[config.mk]
export PLATFORM = sky130hd
export DESIGN_NAME = dmac_top
export DESIGN_NICKNAME = d
export VERILOG_FILES = /design/src/inc/dmac_pkg.sv /design/src/inc/dmac_lane_if.sv /design/src/hdl/dmac_lane.sv /design/src/hdl/dmac_top.sv
export VERILOG_INCLUDE_DIRS = /design/src /design/src/inc
export SDC_FILE = /design/constraint.sdc
export NUM_CORES = 2
export LEC_CHECK = 0
export BUFFER_PORTS_ARGS = -buffer_cell sky130_fd_sc_hd__buf_2
export CORE_MARGIN = 8
export CORE_UTILIZATION = 45
export CTS_CLUSTER_DIAMETER = 150
export CTS_CLUSTER_SIZE = 20
export DETAILED_ROUTE_END_ITERATION = 10
export GPL_TIMING_DRIVEN = 0
export PLACE_DENSITY = 0.6
export SLEW_MARGIN = 15
export SYNTH_ARGS = -nofsm -noshare
export SYNTH_HDL_FRONTEND = slang
export SYNTH_SLANG_ARGS = --single-unit
[constraint.sdc]
create_clock -name CORE_CLK -period 33.3 [get_ports CORE_CLK]
set_input_delay 6.66 -clock CORE_CLK [delete_from_list [all_inputs] [get_ports CORE_CLK]]
set_output_delay 6.66 -clock CORE_CLK [all_outputs]
set_load 0.01 [all_outputs]
[src/inc/dmac_defs.svh]
// register map, control field positions and lane widths of the multiply-accumulate block
`ifndef DMAC_DEFS_SVH
`define DMAC_DEFS_SVH

// register word addresses on the software port
`define DMAC_ADDR_W        4
`define DMAC_CTRL_ADDR     4'h0
`define DMAC_RES_LO_ADDR   4'h4
`define DMAC_RES_HI_ADDR   4'h8

// control register fields and reset value
`define DMAC_CTRL_W        10
`define DMAC_CTRL_RESET    10'h000
`define DMAC_MODE_LSB      0
`define DMAC_SIGNED_BIT    2
`define DMAC_ADD_BIT       3
`define DMAC_SUB_BIT       4
`define DMAC_ACC_BIT       5
`define DMAC_SHIFT_LSB     6

// operand and result widths
`define DMAC_A_W           19
`define DMAC_B_W           18
`define DMAC_R_W           48
`define DMAC_DUAL_R_W      24
`define DMAC_QUAD_R_W      12
`define DMAC_LANES         4

`endif

[src/inc/dmac_pkg.sv]
// types shared by the multiply-accumulate block and its lanes
`default_nettype none
package dmac_pkg;

   // operating mode of the whole block
   typedef enum logic [1:0] {
      DMAC_NORMAL,
      DMAC_DUAL,
      DMAC_QUAD,
      DMAC_FLOAT
   } dmac_mode_t;

   // one full-width lane result
   typedef logic [47:0] dmac_word_t;

endpackage : dmac_pkg
`default_nettype wire

[src/inc/dmac_lane_if.sv]
// connection between the block top and one integer lane
`timescale 1ns/1ps
`default_nettype none
interface dmac_lane_if;
   import dmac_pkg::*;
   logic [18:0] a_raw;      // a field, lane lsb at bit 0
   logic [17:0] b_raw;      // b field, lane lsb at bit 0
   dmac_word_t  c_raw;      // addend field
   dmac_word_t  acc;        // registered lane result
   logic [4:0]  aw;         // a field width
   logic [4:0]  bw;         // b field width
   logic [5:0]  rw;         // result width, zero when idle
   logic        is_signed;  // shared sign selection
   logic        use_add;    // product goes to adder
   logic        sub;        // subtract instead of add
   logic        accum;      // add to own result
   logic [3:0]  shift;      // right shift amount
   dmac_word_t  next_acc;   // next lane result
   dmac_word_t  shifted;    // shifted lane output

   modport top (output a_raw, b_raw, c_raw, acc, aw, bw, rw, is_signed, use_add, sub, accum, shift,
                input next_acc, shifted);
   modport lane (input a_raw, b_raw, c_raw, acc, aw, bw, rw, is_signed, use_add, sub, accum, shift,
                 output next_acc, shifted);
endinterface : dmac_lane_if
`default_nettype wire

[src/hdl/dmac_lane.sv]
// one integer multiply, add or subtract lane with right shifter
`timescale 1ns/1ps
`default_nettype none
module dmac_lane
   import dmac_pkg::*;
(
   dmac_lane_if.lane lp
);
   logic [18:0]        a_x;   // extended a operand
   logic [17:0]        b_x;   // extended b operand
   logic               a_top; // sign bit of a field
   logic               b_top; // sign bit of b field
   logic               r_top; // sign bit of result field
   logic signed [38:0] p_s;   // raw product
   dmac_word_t         mask;  // result width mask
   dmac_word_t         prod;  // product at full width
   dmac_word_t         base;  // addend or previous result
   dmac_word_t         sum;   // masked adder output
   dmac_word_t         ext;   // sum extended for shifting

   // extend fields by the shared sign setting, then multiply
   always_comb begin
      a_top = 1'b0;
      b_top = 1'b0;
      for (int i = 0; i < 19; i++) begin
         if (5'(i + 1) == lp.aw) a_top = lp.a_raw[i];
      end
      for (int i = 0; i < 18; i++) begin
         if (5'(i + 1) == lp.bw) b_top = lp.b_raw[i];
      end
      for (int i = 0; i < 19; i++) begin
         a_x[i] = (5'(i) < lp.aw) ? lp.a_raw[i] : (lp.is_signed & a_top);
      end
      for (int i = 0; i < 18; i++) begin
         b_x[i] = (5'(i) < lp.bw) ? lp.b_raw[i] : (lp.is_signed & b_top);
      end
      p_s  = $signed({lp.is_signed & a_x[18], a_x}) * $signed({lp.is_signed & b_x[17], b_x});
      prod = {{9{p_s[38]}}, p_s};
   end

   // adder or subtractor, optional accumulation, wrap at lane width
   always_comb begin
      for (int i = 0; i < 48; i++) begin
         mask[i] = 6'(i) < lp.rw;
      end
      base = (lp.accum ? lp.acc : lp.c_raw) & mask;
      if (!lp.use_add) begin
         sum = prod & mask;
      end else if (lp.sub) begin
         sum = (base - prod) & mask;
      end else begin
         sum = (base + prod) & mask;
      end
      r_top = 1'b0;
      for (int i = 0; i < 48; i++) begin
         if (6'(i + 1) == lp.rw) r_top = sum[i];
         ext[i] = mask[i] ? sum[i] : (lp.is_signed & r_top);
      end
   end

   // lane result and its right shifted copy
   assign lp.next_acc = sum;
   assign lp.shifted  = (lp.is_signed ? dmac_word_t'($signed(ext) >>> lp.shift)
                                      : (ext >> lp.shift)) & mask;

endmodule : dmac_lane
`default_nettype wire

[src/hdl/dmac_top.sv]
// multiply-accumulate block: register port, lane split by mode and bfloat16 fused path
// Functional notes
// - multiply, add, subtract and accumulate results
// - normal: one 19x18 product, 48-bit adder
// - dual: 11x10 and 8x8, 24-bit adders
// - quad: 7x6 and three 4x4, 12-bit adders
// - float: one bfloat16 fused multiply-add
// - 4-bit right shift, lanes follow mode
// - sign setting selects signed or unsigned operands
// - one sign setting for every multiplier
// - operands come from A and B inputs
// - product optionally bypasses the adder
//
// Our own choices: the placing of the registers and the strobed register port.
`timescale 1ns/1ps
`default_nettype none
`include "dmac_defs.svh"
module dmac_top
   import dmac_pkg::*;
(
   input  wire logic        CORE_CLK,
   input  wire logic        RESET,
   input  wire logic [18:0] A_DATA,
   input  wire logic [17:0] B_DATA,
   input  wire logic [47:0] C_DATA,
   input  wire logic        ENABLE,
   input  wire logic [3:0]  REG_ADDR,
   input  wire logic [31:0] REG_WDATA,
   input  wire logic        REG_WR,
   input  wire logic        REG_RD,
   output logic      [31:0] REG_RDATA,
   output logic      [47:0] RESULT
);

   // control word and the fields decoded from it
   logic [`DMAC_CTRL_W-1:0] ctrl;        // control register
   dmac_mode_t              mode;        // decoded mode
   logic                    is_signed;   // shared sign selection
   logic                    use_add;     // adder stage in use
   logic                    sub;         // subtract
   logic                    accum;       // accumulate
   logic [3:0]              shift;       // shift amount
   // lane state and what each lane hands back
   dmac_word_t              acc [4];     // registered lane results
   dmac_word_t              lane_next [4]; // next lane results
   dmac_word_t              lane_out [4];  // lane outputs at their result position
   // float path and output assembly
   logic [15:0]             fp_addend;   // float addend
   logic [15:0]             fp_next;     // float result
   dmac_word_t              next_result; // assembled result
   logic [31:0]             next_rdata;  // read mux

   // one connection bundle for each integer lane
   dmac_lane_if lif [4] ();

   // control fields
   assign mode      = dmac_mode_t'(ctrl[`DMAC_MODE_LSB +: 2]);
   // a single sign bit steers every lane alike
   assign is_signed = ctrl[`DMAC_SIGNED_BIT];
   assign use_add   = ctrl[`DMAC_ADD_BIT];
   assign sub       = ctrl[`DMAC_SUB_BIT];
   assign accum     = ctrl[`DMAC_ACC_BIT];
   assign shift     = ctrl[`DMAC_SHIFT_LSB +: 4];

   // field placement of lane j for a mode; idle lanes get zero widths
   // offsets are bit positions in the A, B and result words
   function automatic void lane_geom(
      input  dmac_mode_t m,
      input  int         j,
      output logic [4:0] aoff,
      output logic [4:0] aw,
      output logic [4:0] boff,
      output logic [4:0] bw,
      output logic [5:0] roff,
      output logic [5:0] rw
   );
      // every lane starts idle; the mode opens the ones it uses
      aoff = 5'h00;
      aw   = 5'h00;
      boff = 5'h00;
      bw   = 5'h00;
      roff = 6'h00;
      rw   = 6'h00;
      case (m)
         DMAC_NORMAL: begin
            // one 19 x 18 product, 48-bit adder
            if (j == 0) begin
               // lane 0 spans the whole operands and result
               aw = 5'(`DMAC_A_W);
               bw = 5'(`DMAC_B_W);
               rw = 6'(`DMAC_R_W);
            end
         end
         DMAC_DUAL: begin
            // 11 x 10 in lane 0, 8 x 8 in lane 1, 24 bits each
            if (j == 0) begin
               // low lane takes a[10:0] and b[9:0]
               aw = 5'h0B;
               bw = 5'h0A;
               rw = 6'(`DMAC_DUAL_R_W);
            end else if (j == 1) begin
               // high lane sits just above the low lane's fields
               aoff = 5'h0B;
               aw   = 5'h08;
               boff = 5'h0A;
               bw   = 5'h08;
               roff = 6'(`DMAC_DUAL_R_W);
               rw   = 6'(`DMAC_DUAL_R_W);
            end
         end
         DMAC_QUAD: begin
            // 7 x 6 in lane 0, 4 x 4 in lanes 1 to 3, 12 bits each
            if (j == 0) begin
               // wide lane takes a[6:0] and b[5:0]
               aw = 5'h07;
               bw = 5'h06;
               rw = 6'(`DMAC_QUAD_R_W);
            end else begin
               // nibble lanes stack above it, results every 12 bits
               aoff = 5'(7 + 4 * (j - 1));
               aw   = 5'h04;
               boff = 5'(6 + 4 * (j - 1));
               bw   = 5'h04;
               roff = 6'(`DMAC_QUAD_R_W * j);
               rw   = 6'(`DMAC_QUAD_R_W);
            end
         end
         default: begin
            // float mode leaves the integer lanes idle
            aw = 5'h00;
         end
      endcase
   endfunction : lane_geom

   // bfloat16 multiply followed by add or subtract; denormals flush to zero, truncating
   function automatic logic [15:0] bf16_fma(
      input logic [15:0] a,
      input logic [15:0] b,
      input logic [15:0] c,
      input logic        add_en,
      input logic        sub_en
   );
      // signs of product, addend, larger, smaller and result
      logic               ps;
      logic               cs;
      logic               ls;
      logic               ss;
      logic               rs;
      // mantissas, then exponents with room for the product's sum
      logic [15:0]        pm;
      logic [15:0]        cm;
      logic signed [10:0] pe;
      logic signed [10:0] ce;
      logic signed [10:0] le;
      logic signed [10:0] re;
      logic signed [10:0] diff;
      // aligned mantissas with two bits of headroom
      logic [17:0]        lm;
      logic [17:0]        sm;
      logic [17:0]        sum;
      logic [17:0]        tmp;
      logic [4:0]         lead;
      logic [15:0]        res;
      // product: both mantissas carry 7 fraction bits, product 14
      // subtract is folded into the product's sign
      ps = a[15] ^ b[15] ^ (sub_en & add_en);
      pm = (a[14:7] == 8'h00 || b[14:7] == 8'h00) ? 16'h0000 : {8'h00, 1'b1, a[6:0]} * {8'h00, 1'b1, b[6:0]};
      pe = $signed({3'b000, a[14:7]}) + $signed({3'b000, b[14:7]}) - 11'sd127;
      // addend scaled to the product's 14 fraction bits
      cs = c[15];
      cm = (!add_en || c[14:7] == 8'h00) ? 16'h0000 : {1'b0, 1'b1, c[6:0], 7'h00};
      ce = $signed({3'b000, c[14:7]});
      // order by exponent so the smaller one is aligned down
      if (cm == 16'h0000 || (pm != 16'h0000 && pe >= ce)) begin
         // product is the larger term
         ls = ps;
         ss = cs;
         le = pe;
         lm = {2'b00, pm};
         sm = {2'b00, cm};
         diff = pe - ce;
      end else begin
         // addend is the larger term
         ls = cs;
         ss = ps;
         le = ce;
         lm = {2'b00, cm};
         sm = {2'b00, pm};
         diff = ce - pe;
      end
      // a shift past the width leaves nothing, so clear outright
      sm = (diff > 11'sd17) ? 18'h00000 : (sm >> diff[4:0]);
      // signed magnitude add
      if (ls == ss) begin
         // like signs: magnitudes add
         sum = lm + sm;
         rs  = ls;
      end else if (lm >= sm) begin
         // unlike signs: the larger sets the sign
         sum = lm - sm;
         rs  = ls;
      end else begin
         // aligned smaller term came out bigger
         sum = sm - lm;
         rs  = ss;
      end
      // normalise on the leading one
      lead = 5'h00;
      for (int i = 0; i < 18; i++) begin
         if (sum[i]) lead = 5'(i);
      end
      // result exponent from the leading one's place
      re  = le + $signed({6'h00, lead}) - 11'sd14;
      // move the leading one up to bit 17
      tmp = 18'(sum << (5'd17 - lead));
      if (sum == 18'h00000 || re <= 11'sd0) begin
         // zero sum or underflow flushes to zero
         res = 16'h0000;
      end else if (re >= 11'sd255) begin
         // overflow saturates to infinity
         res = {rs, 8'hFF, 7'h00};
      end else begin
         // hidden bit dropped, fraction truncated
         res = {rs, re[7:0], tmp[16:10]};
      end
      return res;
   endfunction : bf16_fma

   // integer lanes: operands taken from the A and B inputs
   for (genvar j = 0; j < `DMAC_LANES; j++) begin : g_lane
      logic [4:0] aoff; // a field offset
      logic [4:0] aw;   // a field width
      logic [4:0] boff; // b field offset
      logic [4:0] bw;   // b field width
      logic [5:0] roff; // result field offset
      logic [5:0] rw;   // result field width

      // geometry follows the mode
      always_comb begin
         lane_geom(mode, j, aoff, aw, boff, bw, roff, rw);
      end

      // operand fields moved down to each lane's bit 0
      assign lif[j].a_raw     = A_DATA >> aoff;
      assign lif[j].b_raw     = B_DATA >> boff;
      assign lif[j].c_raw     = C_DATA >> roff;
      assign lif[j].acc       = acc[j];
      assign lif[j].aw        = aw;
      assign lif[j].bw        = bw;
      assign lif[j].rw        = rw;
      assign lif[j].is_signed = is_signed;
      assign lif[j].use_add   = use_add;
      assign lif[j].sub       = sub;
      assign lif[j].accum     = accum;
      assign lif[j].shift     = shift;
      // results come back and move up to their field
      assign lane_next[j]     = lif[j].next_acc;
      assign lane_out[j]      = dmac_word_t'(lif[j].shifted << roff);

      // the lane's own arithmetic
      dmac_lane u_lane (
         .lp (lif[j])
      );
   end

   // float path: addend is the C input or the registered result
   assign fp_addend = accum ? acc[0][15:0] : C_DATA[15:0];
   assign fp_next   = bf16_fma(A_DATA[15:0], B_DATA[15:0], fp_addend, use_add, sub);

   // result assembly; idle lanes contribute zero
   always_comb begin
      next_result = '0;
      if (mode == DMAC_FLOAT) begin
         // float result in the low half word
         next_result = {32'h0000_0000, fp_next};
      end else begin
         for (int j = 0; j < `DMAC_LANES; j++) begin
            // lanes own disjoint fields, so or-ing merges them
            next_result = next_result | lane_out[j];
         end
      end
   end

   // control register write
   always_ff @(posedge CORE_CLK or posedge RESET) begin
      if (RESET) begin
         ctrl <= `DMAC_CTRL_RESET;
      end else if (REG_WR && REG_ADDR == `DMAC_CTRL_ADDR) begin
         // only the control word is writable
         ctrl <= REG_WDATA[`DMAC_CTRL_W-1:0];
      end
   end

   // read mux; unmapped addresses read zero
   always_comb begin
      // result halves are live; read them with ENABLE low
      case (REG_ADDR)
         `DMAC_CTRL_ADDR:   next_rdata = {22'h000000, ctrl};
         `DMAC_RES_LO_ADDR: next_rdata = RESULT[31:0];
         `DMAC_RES_HI_ADDR: next_rdata = {16'h0000, RESULT[47:32]};
         default:           next_rdata = 32'h0000_0000;
      endcase
   end

   // read data stand for the one cycle after the strobe only
   always_ff @(posedge CORE_CLK or posedge RESET) begin
      if (RESET) begin
         REG_RDATA <= 32'h0000_0000;
      end else if (REG_RD) begin
         // capture the addressed word for one cycle
         REG_RDATA <= next_rdata;
      end else begin
         // idle bus reads zero
         REG_RDATA <= 32'h0000_0000;
      end
   end

   // registered lane results, cleared by reset, advanced on enable
   always_ff @(posedge CORE_CLK or posedge RESET) begin
      if (RESET) begin
         for (int j = 0; j < `DMAC_LANES; j++) begin
            acc[j] <= 48'h0000_0000_0000;
         end
      end else if (ENABLE) begin
         for (int j = 0; j < `DMAC_LANES; j++) begin
            if (mode == DMAC_FLOAT) begin
               // float keeps its result in lane 0, others clear
               acc[j] <= (j == 0) ? {32'h0000_0000, fp_next} : 48'h0000_0000_0000;
            end else begin
               // the unshifted sum is kept for accumulation
               acc[j] <= lane_next[j];
            end
         end
      end
   end

   // registered block output
   always_ff @(posedge CORE_CLK or posedge RESET) begin
      if (RESET) begin
         RESULT <= 48'h0000_0000_0000;
      end else if (ENABLE) begin
         // enable low holds the last result
         RESULT <= next_result;
      end
   end

endmodule : dmac_top
`default_nettype wire

==> metrics.md <==
| Metric | Value |
|---|---|
| Outcome | completed |
| Delay-heaviest family, CP | compound AO/OA/AOI/OAI gates |
| Overflow after GRT | 0 |
| Hold Buf Count CTS | 0 |
| Most used DFF post-synth | dfrtp_1 |
| Register Area | 0.004755 sq mm |
| Syn_nets | 9675 |
| Synth cell types | 126 |
| Root Driver | clkbuf_16 |
| Crit path DAT | 24.28 ns |
| Via count | 67570 |
| Hold Fails Final Rpt | 0 |
| CTS H-tree lvls | 4 |
| Clock Latency Late Sink | 0.52 ns |
| Final wirelength | 329800 um |
| Worst Setup Slack, final | 9.453 ns |
| Clock Sink Count | 190 |
| Worst path slowest cell | fa_1 |
| Synth Area per Inst | 7.806 sq um |
| Mapped Cells | 8216 |
| Hold path start | lif[3].acc[9] |
| Initial DRC count | 9059 |
| Wirelength per Cell | 31.89 um |
| First-pass GRT wire length | 464500 um |
| Worst-path clk slew | 0.09 ns |
| Antenna-violating nets left | 0 |
| #FFs+latches synth | 190 |
| Chip Height | 393.5 um |
| Setup bufs post-CTS | 0 |
| Worst R2R End | RESULT[33] |
| Max frequency | 41.93 MHz |
| Vias in the first global route | 65100 |
| Die Width | 393.5 um |
| DR vias/cell | 6.533 |
| HPWL Detailed | 275200 um |
| Critical Path Start | B_DATA[11] |
| Rows | 138 |
| Crit share post-route | 0.7161 |
| Place WS | 9.633 ns |
| Io pins | 206 |
| RSZ-0062 raised after global routing | no |
| Initial antenna violation count | 33 |
| Clock Skew | 0.01749 ns |
| TritonCTS Buffers | 17 |
| Hold Path Cell Cnt | 1 |
| Sum Neg Setup Slack | 0 ns |
| Most frequent cells in the layout | 1168 x inv_1, 840 x nor2_1, 785 x nand2_1, 755 x fa_1, 578 x ha_1 |
| Largest net degree at the start of global routing | 87 |
| Pins over their slew limit | 0 |
| Reg2reg start | ctrl[1] |
| CP Launch Type | input port |
| CTS-repair resized insts | 0 |
| Slew HR | 0.03797 |
| Starting Density | 0.4530 |
| Slew @ Worst Pin | 1.443 ns |
| Number of synthesized flops with an enable pin | 0 |
| Fillcell total | 14410 |
| Residual DRC | 0 |
| CORE AREA | 0.1416 sq mm |
| Gr usage total | 0.4052 |
| CTS tree | built |
| Dpl cells | 10290 |
| Final Critical Period | 23.85 ns |
| Net count, final | 9882 |
| DR pass1 iterations | 7 |
| Ys Warns | 0 |
| Crit Path Class | input port to flip-flop |
| CP Data Required Time | 33.73 ns |
| Synthesized area | 0.06414 sq mm |
| Slowest Stage Delay on Critical Path | 1.09 ns |
| Placer congestion estimate | 1.119 |
| Most Frequent Cell on Critical Path | fa_1 |
| Crit-path max FO | 10 |
| Multi-input logic area | 0.05325 sq mm |
| Setup Viol. Count Final | 0 |
| Post-synthesis sequential area ratio | 0.07413 |
| FF-to-FF setup slack | 12.29 ns |
| Final core occ | 0.4832 |
| Commonest non-fill, non-tap cell in the layout | inv_1 |
| Worst hold path class | flip-flop to flip-flop |
| Clk buf depth | 2 |
| Layout cell share with drive strength beyond 1 | 0.06211 |
| Worst Hold Path EP | lif[3].acc[9] |
| Die area | 0.1549 sq mm |
| Ys async rst share | 1.000 |
| Critical path buffers and inverters | 8 |
| Area grow syn2layout | 6.674% |
| Max_cap viols | 0 |
| Crit end category | flip-flop |
| Layout Cells excl Fill | 10340 |
| Reg2Reg Depth | 50 |
| Port-buffer cells | 177 |
-- final cells by class --
| class | count | area share |
|---|---|---|
| Buffer | 467 | 0.02688 |
| Timing Repair Buffer | 188 | 0.01564 |
| Multi-Input combinational cell | 6381 | 0.7784 |
| Tap cell | 1890 | 0.03456 |
| Antenna cell | 17 | 0.0006218 |
| Sequential cell | 190 | 0.06949 |
| Clock buffer | 17 | 0.006218 |
| Inverter | 1178 | 0.06474 |
| Clock inverter | 15 | 0.003493 |
-- registers in the layout, summed over array words and instances, names as in the netlist --
register   cells
RESULT        48
REG_RDATA     32
lif.acc      100
ctrl          10
-- metal layers --
| layer | vias to the layer above | track usage | part of all wire |
|---|---|---|---|
| li1 | 28520 | - | - |
| met5 | - | 0.006769 | 0.00080 |
| met3 | 1092 | 0.1346 | 0.12 |
| met1 | 33530 | 0.5125 | 0.38 |
| met4 | 25 | 0.2388 | 0.076 |
| met2 | 4408 | 0.6010 | 0.42 |
-- cell usage after synthesis, types with 33 or more instances --
cell type	number	area [sq um]
nand2b_1	85	531.8
o21ai_0	328	1642
nor4_1	39	244.0
o211ai_1	82	615.6
buf_2	35	175.2
dfrtp_1	190	4755
nand3_1	141	705.7
a21oi_1	483	2417
inv_1	1169	4388
nor2_1	842	3161
and2_1	58	362.9
xor2_1	63	551.8
o21bai_1	46	345.3
clkbuf_1	363	1363
nand2_1	785	2947
a22o_1	33	289.0
a21o_1	143	1074
mux2i_1	178	1782
mux2_2	63	709.4
or3_1	57	356.6
o21a_1	61	457.9
fa_1	755	15110
or2_2	41	256.5
buf_1	63	236.5
xnor2_1	171	1498
a211oi_1	121	908.4
nand4_1	54	337.8
o2bb2ai_1	60	525.5
nor2b_1	67	419.2
ha_1	578	7232
a211o_1	43	376.6
and3_1	95	594.3
a22oi_1	34	255.2
nor3_1	146	730.7
a31oi_1	98	613.1
-- how the worst max path moves through the flow --
stage,to,slack [ns],depth (start not counted)
2_1_floorplan,RESULT[14],14.12,59
3_3_place_gp,RESULT[33],9.64,45
3_5_place_dp,RESULT[32],9.63,48
4_1_cts,RESULT[32],10.12,48
5_1_grt,RESULT[32],9.28,48
6_report,RESULT[33],9.45,47
-- metrics by stage --
stage               hold WS [ns]  cell area (sq um)
finish                    0.4973              68420
CTS                       0.4874              68330
global placement          0.4637              67390
floorplan                 0.4472              64140
detailed placement        0.4693              67670
global route              0.5015              68380
-- logic make-up (layout without fill, tap and decap cells) --
logic type	after synthesis	count (layout)	synth area share
AND/OR/NAND/NOR	2509	2509	0.1791
AO/OA/AOI/OAI	2027	2027	0.2176
buffers and inverters	1645	1865	0.09733
adder cells (fa/ha/maj)	1333	1333	0.3484
multiplexers	272	272	0.04955
XOR/XNOR	240	240	0.03390
flip-flops	190	190	0.07413
other	0	17	0
Power is not shown: default switching activity piles up to over one toggle a cycle in this logic, so the estimate is an artifact.
